===== src/hdl/cfg_loader_pkg.sv =====
// Summary of operation
// - with pin addressing the two-wire host address is 10101 followed by the two select pin levels.
// - bit 4 of the interface byte at nonvolatile address 21h picks pin or stored two-wire address.
// - bit 4 clear (default) uses the pin address, set uses the stored address byte.
// - bit 7 clear selects high-speed, set (default) selects high-speed-plus two-wire mode.
// - bit 3 set (default) turns boundary scan on, clear turns it off.
// - host field 000b UART, 001b two-wire, 010b SPI, 011b low-voltage two-wire, 1xxb from pins.
// - the secure-module port address always comes from the stored byte.
// - a protocol setting is 16 transmit bytes and 8 receive bytes copied into those groups.
// - only read/write or dynamic register bits are updated by a copy.
// - the stored reset image is the configuration applied after startup.
// - the source addresses of the copy depend on the chosen protocol, at a fixed 24-byte stride from 1C00h.
// - a protocol load command copies a chosen stored protocol into the registers.
// - the reset image maps byte by byte onto registers in order, starting at address 40h.
// - the stored transmit CRC preset at 26h is read at startup and passed out unchanged on o_transmit_crc_init.
// - at startup the reset area is copied into the registers before normal operation.
package cfg_loader_pkg;
	localparam logic [12:0] NV_TWI_ADDR      = 13'h0020;
	localparam logic [12:0] NV_IFACE_CFG     = 13'h0021;
	localparam logic [12:0] NV_SAM_ADDR      = 13'h0022;
	localparam logic [12:0] NV_TX_CRC_INIT   = 13'h0026;
	localparam logic [12:0] NV_RESET_IMAGE   = 13'h0040;
	localparam logic [12:0] NV_PROTO_BASE    = 13'h1C00;
	localparam int          IMAGE_LEN        = 96;
	localparam int          PROTO_TX_LEN     = 16;
	localparam int          PROTO_RX_LEN     = 8;
	localparam logic [7:0]  REG_TX_BASE      = 8'h28;
	localparam logic [7:0]  REG_RX_BASE      = 8'h58;
	localparam int          CFG_SPEED_BIT    = 7;
	localparam int          CFG_ADDRSRC_BIT  = 4;
	localparam int          CFG_SCAN_BIT     = 3;
	localparam logic [4:0]  PIN_ADDR_PREFIX  = 5'h15;
	localparam logic [7:0]  IFACE_CFG_RESET  = 8'h88;
	// software register map of this block
	localparam logic [7:0]  RA_CMD           = 8'h00;
	localparam logic [7:0]  RA_STATUS        = 8'h01;
	localparam logic [7:0]  RA_IFACE_CFG     = 8'h02;
	localparam logic [7:0]  RA_TWI_ADDR      = 8'h03;
	localparam logic [7:0]  RA_SAM_ADDR      = 8'h04;
	localparam logic [7:0]  RA_TX_CRC        = 8'h05;
	localparam logic [7:0]  RA_PROTO_TX      = 8'h06;
	localparam logic [7:0]  RA_PROTO_RX      = 8'h07;
	localparam logic [7:0]  RA_IMAGE_BASE    = 8'h40;
	localparam logic [7:0]  RA_IMAGE_LAST    = 8'h9F;
	typedef enum logic [1:0] {
		HOST_UART, HOST_TWI, HOST_SPI, HOST_TWI_LV
	} host_sel_t;
endpackage


===== src/hdl/cfg_image_ram.sv =====
`timescale 1ns/1ps
`default_nettype none
// register image store: one write port, registered read
module cfg_image_ram (
	// clock
	input  wire logic       i_mclk,
	// write port
	input  wire logic       i_we,
	input  wire logic [6:0] i_waddr,
	input  wire logic [7:0] i_wdata,
	// read port
	input  wire logic [6:0] i_raddr,
	output logic      [7:0] o_rdata
);
	logic [7:0] mem [0:127];

	always_ff @(posedge i_mclk) begin
		if (i_we) begin
			mem[i_waddr] <= i_wdata;
		end
		o_rdata <= mem[i_raddr];
	end
endmodule // cfg_image_ram
`default_nettype wire


===== src/hdl/eeprom_startup_config_loader.sv =====
// The plain strobed port was decided locally.
`timescale 1ns/1ps
`default_nettype none
module eeprom_startup_config_loader (
	// clock and reset
	input  wire logic        i_mclk,
	input  wire logic        i_srst,
	// interface select pins
	input  wire logic        i_iface_sel_pin_a,
	input  wire logic        i_iface_sel_pin_b,
	input  wire logic        i_iface_sel_pin_c,
	// nonvolatile memory read port, data one cycle after request
	output logic             o_nv_rd,
	output logic      [12:0] o_nv_addr,
	input  wire logic [7:0]  i_nv_rdata,
	// software register port
	input  wire logic [7:0]  i_addr,
	input  wire logic [7:0]  i_wdata,
	input  wire logic        i_wr,
	input  wire logic        i_rd,
	output logic      [7:0]  o_rdata,
	// applied configuration
	output logic             o_ready,
	output logic      [6:0]  o_twi_addr,
	output logic      [6:0]  o_sam_addr,
	output cfg_loader_pkg::host_sel_t o_host_sel,
	output logic             o_twi_speed_variant,
	output logic             o_low_voltage_twowire,
	output logic             o_scan_en,
	output logic      [7:0]  o_transmit_crc_init
);
	import cfg_loader_pkg::*;

	typedef enum logic [2:0] {
		ST_CFG, ST_IMAGE, ST_IDLE, ST_PROTO
	} state_t;

	state_t      state;
	logic [6:0]  idx;
	logic        pend;
	logic [6:0]  pend_idx;
	logic [1:0]  hdr_cnt;
	// header reads tracked apart from idx, so header bytes never land in the image
	logic        hdr_req;
	logic [1:0]  hdr_sel;
	logic        pend_hdr;
	logic [1:0]  pend_hsel;
	logic [7:0]  iface_cfg;
	logic [7:0]  twi_stored;
	logic [4:0]  proto_sel;
	logic        proto_rx;
	logic        busy_err;
	logic        ram_we;
	logic [6:0]  ram_waddr;
	logic [7:0]  ram_wdata;
	logic [6:0]  ram_raddr;
	logic [7:0]  ram_rdata;
	logic        rd_img;
	logic [7:0]  rd_reg;
	logic [7:0]  rw_mask [0:IMAGE_LEN-1];

	// register bits writable by copy; read-only status bytes stay untouched
	function automatic logic [7:0] copy_mask(input logic [6:0] i);
		case (i)
			7'h0B, 7'h0D, 7'h42, 7'h43, 7'h49: copy_mask = 8'h00;
			default:                          copy_mask = 8'hFF;
		endcase
	endfunction

	genvar g;
	generate
		for (g = 0; g < IMAGE_LEN; g++) begin : g_mask
			assign rw_mask[g] = copy_mask(7'(g));
		end
	endgenerate

	function automatic logic in_image(input logic [7:0] a);
		in_image = (a >= RA_IMAGE_BASE) && (a <= RA_IMAGE_LAST);
	endfunction

	// protocol source: tx bytes then rx bytes, per-protocol 24-byte stride
	function automatic logic [12:0] proto_src(input logic [4:0] p, input logic [6:0] i);
		proto_src = NV_PROTO_BASE + 13'(p) * 13'd24 + 13'(i);
	endfunction

	// sequencer
	always_ff @(posedge i_mclk) begin
		if (i_srst) begin
			state    <= ST_CFG;
			idx      <= '0;
			hdr_cnt  <= '0;
			pend     <= 1'b0;
			pend_idx <= '0;
			o_nv_rd  <= 1'b0;
			o_nv_addr <= '0;
			hdr_req   <= 1'b0;
			hdr_sel   <= '0;
			pend_hdr  <= 1'b0;
			pend_hsel <= '0;
		end else begin
			pend     <= o_nv_rd;
			pend_idx <= idx;
			o_nv_rd  <= 1'b0;
			hdr_req   <= 1'b0;
			hdr_sel   <= hdr_cnt;
			pend_hdr  <= hdr_req;
			pend_hsel <= hdr_sel;
			unique case (state)
				ST_CFG: begin
					o_nv_rd <= 1'b1;
					hdr_req <= 1'b1;
					unique case (hdr_cnt)
						2'd0: o_nv_addr <= NV_TWI_ADDR;
						2'd1: o_nv_addr <= NV_IFACE_CFG;
						2'd2: o_nv_addr <= NV_SAM_ADDR;
						default: o_nv_addr <= NV_TX_CRC_INIT;
					endcase
					idx     <= {5'd0, hdr_cnt};
					hdr_cnt <= hdr_cnt + 2'd1;
					if (hdr_cnt == 2'd3) begin
						state <= ST_IMAGE;
						idx   <= 7'h7F;
					end
				end
				ST_IMAGE: begin
					// image bytes in register order from 40h
					if (idx == 7'h7F || idx < 7'(IMAGE_LEN - 1)) begin
						o_nv_rd   <= 1'b1;
						idx       <= idx + 7'd1;
						o_nv_addr <= NV_RESET_IMAGE + 13'(7'(idx + 7'd1));
					end else if (!pend) begin
						state <= ST_IDLE;
					end
				end
				ST_IDLE: begin
					if (i_wr && i_addr == RA_CMD && i_wdata[7]) begin
						state     <= ST_PROTO;
						o_nv_rd   <= 1'b1;
						idx       <= '0;
						o_nv_addr <= proto_src(i_wdata[4:0], 7'd0);
					end
				end
				ST_PROTO: begin
					if (idx < 7'(PROTO_TX_LEN + PROTO_RX_LEN - 1)) begin
						o_nv_rd   <= 1'b1;
						idx       <= idx + 7'd1;
						o_nv_addr <= proto_src(proto_sel, 7'(idx + 7'd1));
					end else if (!pend) begin
						state <= ST_IDLE;
					end
				end
				default: state <= ST_IDLE;
			endcase
		end
	end

	always_ff @(posedge i_mclk) begin
		if (i_srst) begin
			proto_sel <= '0;
			busy_err  <= 1'b0;
		end else if (i_wr && i_addr == RA_CMD && i_wdata[7]) begin
			// a command during a copy is dropped and flagged
			if (state == ST_IDLE) begin
				proto_sel <= i_wdata[4:0];
			end else begin
				busy_err <= 1'b1;
			end
		end else if (i_wr && i_addr == RA_STATUS && i_wdata[1]) begin
			busy_err <= 1'b0;
		end
	end

	always_ff @(posedge i_mclk) begin
		if (i_srst) begin
			proto_rx <= 1'b0;
		end else begin
			proto_rx <= pend && state == ST_PROTO;
		end
	end

	// image writes: nv returns, or software writes to image bytes
	always_comb begin
		ram_we    = 1'b0;
		ram_waddr = '0;
		ram_wdata = '0;
		if (pend && !pend_hdr && state == ST_IMAGE) begin
			ram_we    = rw_mask[pend_idx] != 8'h00;
			ram_waddr = pend_idx;
			ram_wdata = i_nv_rdata & rw_mask[pend_idx];
		end else if (pend && state == ST_PROTO) begin
			ram_we    = 1'b1;
			ram_waddr = (pend_idx < 7'(PROTO_TX_LEN))
				? 7'(REG_TX_BASE + 8'(pend_idx))
				: 7'(REG_RX_BASE + 8'(pend_idx) - 8'(PROTO_TX_LEN));
			ram_wdata = i_nv_rdata;
		end else if (i_wr && in_image(i_addr) && state == ST_IDLE) begin
			ram_we    = 1'b1;
			ram_waddr = 7'(i_addr - RA_IMAGE_BASE);
			ram_wdata = i_wdata;
		end
	end

	assign ram_raddr = 7'(i_addr - RA_IMAGE_BASE);

	cfg_image_ram u_ram (
		.i_mclk  (i_mclk),
		.i_we    (ram_we),
		.i_waddr (ram_waddr),
		.i_wdata (ram_wdata),
		.i_raddr (ram_raddr),
		.o_rdata (ram_rdata)
	);

	// header bytes captured once at startup
	always_ff @(posedge i_mclk) begin
		if (i_srst) begin
			iface_cfg           <= IFACE_CFG_RESET;
			twi_stored          <= '0;
			o_sam_addr          <= '0;
			o_transmit_crc_init <= '0;
		end else if (pend_hdr) begin
			unique case (pend_hsel)
				2'd0: twi_stored          <= i_nv_rdata;
				2'd1: iface_cfg           <= i_nv_rdata;
				2'd2: o_sam_addr          <= i_nv_rdata[6:0];
				default: o_transmit_crc_init <= i_nv_rdata;
			endcase
		end
	end

	// applied choice frozen when the startup copy finishes
	always_ff @(posedge i_mclk) begin
		if (i_srst) begin
			o_ready               <= 1'b0;
			o_twi_addr            <= '0;
			o_host_sel            <= HOST_UART;
			o_twi_speed_variant   <= 1'b1;
			o_low_voltage_twowire <= 1'b0;
			o_scan_en             <= 1'b1;
		end else if (!o_ready && state == ST_IDLE) begin
			o_ready <= 1'b1;
			o_twi_addr <= iface_cfg[CFG_ADDRSRC_BIT]
				? twi_stored[6:0]
				: {PIN_ADDR_PREFIX, i_iface_sel_pin_c, i_iface_sel_pin_a};
			o_twi_speed_variant <= iface_cfg[CFG_SPEED_BIT];
			o_scan_en           <= iface_cfg[CFG_SCAN_BIT];
			if (iface_cfg[2]) begin
				o_host_sel <= host_sel_t'({i_iface_sel_pin_b, i_iface_sel_pin_a});
				o_low_voltage_twowire <= {i_iface_sel_pin_b, i_iface_sel_pin_a} == 2'b11;
			end else begin
				o_host_sel <= host_sel_t'(iface_cfg[1:0]);
				o_low_voltage_twowire <= iface_cfg[1:0] == 2'b11;
			end
		end
	end

	// read path: data stand the cycle after the strobe
	always_ff @(posedge i_mclk) begin
		if (i_srst) begin
			rd_img <= 1'b0;
			rd_reg <= '0;
		end else begin
			rd_img <= i_rd && in_image(i_addr);
			rd_reg <= '0;
			if (i_rd) begin
				unique case (i_addr)
					RA_CMD:       rd_reg <= {3'd0, proto_sel};
					RA_STATUS:    rd_reg <= {5'd0, proto_rx, busy_err, o_ready};
					RA_IFACE_CFG: rd_reg <= iface_cfg & 8'h9F;
					RA_TWI_ADDR:  rd_reg <= {1'b0, o_twi_addr};
					RA_SAM_ADDR:  rd_reg <= {1'b0, o_sam_addr};
					RA_TX_CRC:    rd_reg <= o_transmit_crc_init;
					RA_PROTO_TX:  rd_reg <= REG_TX_BASE;
					RA_PROTO_RX:  rd_reg <= REG_RX_BASE;
					default:      rd_reg <= '0;
				endcase
			end
		end
	end

	assign o_rdata = rd_img ? ram_rdata : rd_reg;
endmodule // eeprom_startup_config_loader
`default_nettype wire


===== config.mk =====
export PLATFORM = sky130hd
export DESIGN_NAME = eeprom_startup_config_loader
export DESIGN_NICKNAME = d
export VERILOG_FILES = /design/src/hdl/cfg_loader_pkg.sv /design/src/hdl/cfg_image_ram.sv /design/src/hdl/eeprom_startup_config_loader.sv
export SDC_FILE = /design/constraint.sdc
export NUM_CORES = 1
export LEC_CHECK = 0
export CAP_MARGIN = 40
export CORE_ASPECT_RATIO = 1.2
export CORE_MARGIN = 2
export CORE_UTILIZATION = 30
export CTS_BUF_LIST = sky130_fd_sc_hd__clkbuf_16
export DETAILED_ROUTE_END_ITERATION = 8
export DONT_BUFFER_PORTS = 1
export GPL_TIMING_DRIVEN = 0
export HOLD_SLACK_MARGIN = 0.15
export SETUP_SLACK_MARGIN = 0.4
export SYNTH_ARGS = -nofsm -noshare
export SYNTH_HDL_FRONTEND = slang
export SYNTH_HIERARCHICAL = 1
export SYNTH_SLANG_ARGS = --single-unit

===== constraint.sdc =====
create_clock -name i_mclk -period 4.61 [get_ports i_mclk]
set_input_delay 0.6915 -clock i_mclk [delete_from_list [all_inputs] [get_ports i_mclk]]
set_output_delay 0.6915 -clock i_mclk [all_outputs]
set_load 0.02 [all_outputs]

=== Word level (Yosys, flattened, before mapping) ===
Memories as Yosys holds them, arrays and structs flattened. A register that Yosys moved wholly into a read port is not among the register bits.
Cells that the tools add are included.

* Memory bits (writable): 1024
* ROM bits: 1024
* Memories kept: 2
* Register bits after elaboration: 99

{| class="wikitable"
|+ Memory list
! memory !! depth !! bits a word !! rd ports !! clocked after Yosys merged registers in !! wr ports !! RTL line !! RTL
|-
| (name not given) || 128 || 8 || 1 || 0 || 0 || eeprom_startup_config_loader.sv:189 || <nowiki>ram_wdata = i_nv_rdata & rw_mask[pend_idx];</nowiki>
|-
| u_ram.mem || 128 || 8 || 1 || 1 || 1 || cfg_image_ram.sv:15 || <nowiki>logic [7:0] mem [0:127];</nowiki>
|}

* Multiply operators: 2
* Eq/ne operators: 25
* Muxes and demuxes: 43
* $lt $le $gt $ge: 6
* Add/sub/neg operators: 10
* Bitwise operators: 4
* Reduce and logical (&&, ||, !) cells: 32

{| class="wikitable"
|+ Operators with widths
! kind !! count
|-
| case mux 8 bit (8 select lines) || 1
|-
| two-way mux 7 bit || 9
|-
| case mux 13 bit (4 select lines) || 1
|-
| two-way mux 8 bit || 6
|-
| two-way mux 13 bit || 3
|-
| == test 8 x 3 -> 1 bit (second input constant) || 4
|-
| case mux 7 bit (4 select lines) || 1
|-
| adder 11 x 11 -> 12 bit (first input constant) || 2
|-
| == test 8 x 2 -> 1 bit (second input constant) || 2
|-
| two-way mux 3 bit || 5
|-
| less-than comparator 7 x 5 -> 1 bit (second input constant) || 2
|-
| multiplier 5 x 2 -> 7 bit (second input constant) || 2
|-
| inequality test 2 bit (second input constant) || 7
|-
| adder 12 x 8 -> 13 bit || 1
|-
| two-way mux 1 bit || 13
|-
| logical AND 1 bit || 12
|-
| case mux 3 bit (4 select lines) || 1
|-
| AND reduction 2 bit || 6
|-
| == test 2 bit (second input constant) || 5
|-
| case mux 3 bit (3 select lines) || 1
|-
| adder 7 x 7 -> 8 bit (first input constant) || 1
|-
| AND 8 bit || 1
|-
| == test 8 x 1 -> 1 bit (second input constant) || 1
|-
| >= comparator 8 x 7 -> 1 bit (second input constant) || 1
|-
| other kinds (28) || 34
|}

=== Logic depth before layout (Yosys ltp) ===
* Depth in word-level cells: 9
* Depth in mapped cells: 13
* Depth with buffers taken out: 11

=== By module ===
The synthesis kept the hierarchy.

{| class="wikitable"
|+ Modules (own cells, without submodules)
! module !! area an instance (µm²) !! cells an instance !! times used
|-
| cfg_image_ram || 39665.5 || 1635 || 1
|-
| eeprom_startup_config_loader || 5024.8 || 584 || 1
|}

=== Least setup slack after synthesis ===
No wires, ideal clock.

* Path kind: input port to flip-flop
* From: input port i_addr[5]
* To: memory u_ram.mem[0][2] (data pin)
* Arrival time: 3.220 ns
* Setup slack: 0.858 ns
* Stages on the path: 5
* Data required time: 4.078 ns
* Cell sequence: nor2_1 -> mux2i_1 -> nor2_1 -> clkbuf_1 -> a22o_1

* Longest elaborated chain between the ends: 7
* Elaborated cells on any way between the ends: 8

{| class="wikitable"
|+ Ends and longest elaborated chain
! item !! RTL line !! RTL
|-
| start: declaration || eeprom_startup_config_loader.sv:17 || <nowiki>input wire logic [7:0] i_addr,</nowiki>
|-
| >= comparator 8 x 7 -> 1 bit / <= comparator 8 bit (equally long branches) || eeprom_startup_config_loader.sv:78 || <nowiki>in_image = (a >= RA_IMAGE_BASE) && (a <= RA_IMAGE_LAST);</nowiki>
|-
| logical AND 1 bit * || eeprom_startup_config_loader.sv:78 ||
|-
| logical AND 1 bit * (2 in a row) || eeprom_startup_config_loader.sv:196 || <nowiki>end else if (i_wr && in_image(i_addr) && state == ST_IDLE) begin</nowiki>
|-
| two-way mux 8 bit * || eeprom_startup_config_loader.sv:196 ||
|-
| two-way mux 8 bit * || eeprom_startup_config_loader.sv:190 || <nowiki>end else if (pend && state == ST_PROTO) begin</nowiki>
|-
| two-way mux 8 bit * || eeprom_startup_config_loader.sv:186 || <nowiki>if (pend && !pend_hdr && state == ST_IMAGE) begin</nowiki>
|-
| named net ram_wdata[2] || eeprom_startup_config_loader.sv:55 || <nowiki>logic [7:0] ram_wdata;</nowiki>
|-
| end: declaration || cfg_image_ram.sv:15 ||
|}

The timed path passes the listed nets; every way through them passes the cells marked *.

=== Worst setup path after layout ===
* From: register state[0]
* To: memory u_ram.mem[109][3], enable pin

* Elaborated cells on any way between the ends: 14

{| class="wikitable"
|+ RTL lines
! item !! RTL line !! RTL
|-
| start: declaration || eeprom_startup_config_loader.sv:38 || <nowiki>state_t state;</nowiki>
|-
| start signal: assignment || eeprom_startup_config_loader.sv:89 || <nowiki>state <= ST_CFG;</nowiki>
|-
| start signal: assignment || eeprom_startup_config_loader.sv:121 || <nowiki>state <= ST_IMAGE;</nowiki>
|-
| start signal: assignment || eeprom_startup_config_loader.sv:132 || <nowiki>state <= ST_IDLE;</nowiki>
|-
| == test 3 x 2 -> 1 bit || eeprom_startup_config_loader.sv:196 ||
|-
| logical AND 1 bit || eeprom_startup_config_loader.sv:196 ||
|-
| two-way mux 7 bit || eeprom_startup_config_loader.sv:196 ||
|-
| two-way mux 7 bit || eeprom_startup_config_loader.sv:190 ||
|-
| two-way mux 7 bit * || eeprom_startup_config_loader.sv:186 ||
|-
| named net ram_waddr[2] || eeprom_startup_config_loader.sv:54 || <nowiki>logic [6:0] ram_waddr;</nowiki>
|}

Marks and branches as above.

==> impl_metrics.tcl <==
set metrics [dict create \
    p_switching_mw 4.347 \
    slew_headroom_pct 34.53 \
    top_usage_layer "met2" \
    synthMuxAreaShare_pct 18.23 \
    finalSetupTns_ns 0 \
    finClkSkew_ns 0.03022 \
    syn_area_um2 44690 \
    maxSlewViolCount 0 \
    pin_count 81 \
    placed_cell_area_um2 47950 \
    final_cell_mix "1024 x edfxtp_1, 336 x mux4_2, 128 x nor2_1, 108 x clkbuf_16, 104 x dfxtp_1" \
    ys_ff_latch 1128 \
    slowest_stage "nand3_1" \
    finalCritPeriodShare_pct 89.09 \
    syn_area_per_cell_um2 20.14 \
    cap_violations 0 \
    swShare_pct 21.09 \
    pre_cts_slack_ns -0.5257 \
    p_leak_nw 14.56 \
    worstPathArrival_ns 4.47 \
    dp_hpwl_um 80860 \
    fmax_mhz 243.5 \
    clk_pin_slew_worst_paths_ns 0.06 \
    critPathRequiredTime_ns 4.98 \
    grt_overflow 0 \
    grt_pass1_wl_um 168800 \
    rsz0062_at_grt "yes" \
    cp_num_buf_inv 4 \
    async_flop_share_pct 0 \
    final_util_pct 35.19 \
    top_regs "u_ram/mem x1024, o_nv_addr x13" \
    clockRootBuffer "clkbuf_16" \
    setup.worst_path.end_class "flop" \
    synth_xor_area_share_pct 0.3136 \
    grt_max_degree 82 \
    postLayoutCellArea_um2 52210 \
    final-setup-viol-count 0 \
    intPower_mw 16.26 \
    crit_type "reg -> reg" \
    worst_slack_ns 0.5029 \
    hold_class "in -> reg" \
    syn_nets 2272 \
    critPathTopFamily "simple AND/OR/NAND/NOR gates" \
    synth_edf_count 1024 \
    grtUsageTotal_pct 15.54 \
    clk_latency_ns 0.71 \
    rows 155 \
    ys_types 66 \
    drc 0 \
    drtPass1Iterations 6 \
    yosysSeqAreaShare_pct 73.46 \
    fp.coreArea_um2 148400 \
    ant_nets 0 \
    routed_wl_um 119400 \
    clockBufferDepth 3 \
    die_w_um 356.3 \
    wl_per_cell_um 26.84 \
    worstSetupStartpointType "flop" \
    port_buffers 0 \
    ir_drop_mv 0.3187 \
    critPathMostFrequentCell "clkbuf_1" \
    clkPwrFrac_pct 41.6 \
    cts_tree "yes" \
    area_delta_synth_final_pct 16.82 \
    worstMarginPinSlew_ns 0.9793 \
    met1_usage_pct 17.85 \
    ys.flop_type "edfxtp_1" \
    grt_pass1_vias 22978 \
    grtUsageMet3_pct 2.944 \
    gp_congestion 0.8823 \
    synth-compound-area-share_pct 2.147 \
    vias_per_cell 5.099 \
    power_frac_seq_pct 54.0 \
    synthSimpleGateAreaFrac_pct 3.788 \
    fill_cells 13718 \
    antenna_found_initial 3 \
    numCtsBuffers 105 \
    dp.cells 4238 \
    drt_iter0_drc 2132 \
    status "complete, no violations" \
    p_per_area_nw_per_um2 394.7 \
    pwr-share-comb_pct 4.4 \
    cts_sinks 1128 \
    layout.nets 2453 \
    seqCellArea_um2 32830 \
    cp_max_fo 10 \
    synthAdderAreaFrac_pct 0.6663 \
    min_period_ns 4.107 \
    finalHoldViolations 0 \
    dieArea_um2 152100 \
    drive_above_1_share_pct 29.70 \
    yosys_warnings 6 \
    start_util_pct 30.12 \
    largest_reg_flops 1024 \
    fin_cells 4448 \
    slowest_delay_ns 0.48 \
    postSynthCellCount 2219 \
    final_common_cell "edfxtp_1" \
    top_register "u_ram/mem" \
    synth_top_family_by_area "multiplexers" \
    multi_input_area_um2 11970 \
    dieHeight_um 426.8 \
    dr_total_vias 22680 \
    met2_usage_pct 28.28 \
    cts.htree.levels 3 \
    crit_chain "clkbuf_1 -> nor2b_2 -> nand2_1 -> nor2_2 -> clkbuf_2 -> a22o_1 -> clkbuf_1 -> nor2b_1 -> nand3_1 -> buf_6 -> nor2_4" \
]
final timing paths:
| path | from | to | slack [ns] | depth (start not counted) |
|---|---|---|---|---|
| min reg2reg | hdr_req | pend_hdr | 0.44 | 1 |
| max reg2reg | state[0] | u_ram/mem[109][3] | 0.50 | 11 |
| max | state[0] | u_ram/mem[109][3] | 0.50 | 11 |
| min | i_iface_sel_pin_a | o_twi_addr[0] | 0.22 | 2 |
layout make-up:
type	instances	area share, %
inverters	19	0.1366
repair buffers	74	1.709
plain buffers	125	1.138
diodes	1	0.004793
flip-flops and latches	1128	62.89
clock inverters	84	1.321
multi-input cells	947	22.93
well taps	1962	4.702
clock buffers	108	5.177
worst reg2reg max path: cells and delay by family (launching register included):
kind	cells	cell delay [ns]
and+or+nand+nor	6	1.87
buffers and inverters	4	1.37
DFF	1	0.30
AOI/OAI and AO/OA	1	0.24
routing by layer:
layer	share of wire [%]	wire length (µm)
met5	0.017	20
met4	4.0	4726
met3	6.4	7678
met2	53	63630
met1	36	43330
per-stage QoR:
step | total power [mW] | hold WS (ns)
final | 20.61 | 0.2221
after global routing | 21.20 | 0.2098
after CTS | 20.80 | 0.1647
after detailed placement | 12.23 | 0.4382
after global placement | 12.20 | 0.4218
after floorplan | 11.89 | 0.4138
synth_stat cells (16+ instances only):
cell         n  share of area (%)
buf_1       21               0.18
buf_2       21               0.24
mux2i_1     32               0.72
edfxtp_1  1024                 69
a21oi_1     35               0.39
nor2_1     220                1.8
nand3_1     23               0.26
nor2b_1     24               0.34
o21ai_0     16               0.18
mux2_2      22               0.55
dfxtp_1    104                4.7
mux4_2     336                 17
inv_1       19               0.16
clkbuf_1    70               0.59
nand2_1     49               0.41
nor3_1      24               0.27
ha_1        19               0.53
repair_timing:
action / CTS / global route
hold buffers: 13 / 0
resized for setup: 150 / 46
endpoints found under the setup margin: 824 / 815
setup buffers: 1 / 0
cloned: 0 / 0
pin swaps: 1 / 0
hold endpoints to repair: 29 / 0
logic make-up (layout without fill, tap and decap cells):
family	count (synthesis)	after routing
AO/OA/AOI/OAI	138	138
XOR/XNOR	16	16
adder cells (fa/ha/maj)	22	22
buffers and inverters	144	410
flip-flops	1128	1128
multiplexers	391	391
other	0	1
AND/OR/NAND/NOR	380	380
power groups by stage:
stage	logic, mW	clock network [mW]	registers (mW)
6_report	0.906	8.58	11.1
2_1_floorplan	0.564	0	11.3
5_1_grt	0.948	9.13	11.1
3_3_place_gp	0.852	0	11.4
3_5_place_dp	0.892	0	11.3
4_1_cts	0.911	8.77	11.1
Power figures use the tool's default switching activity.
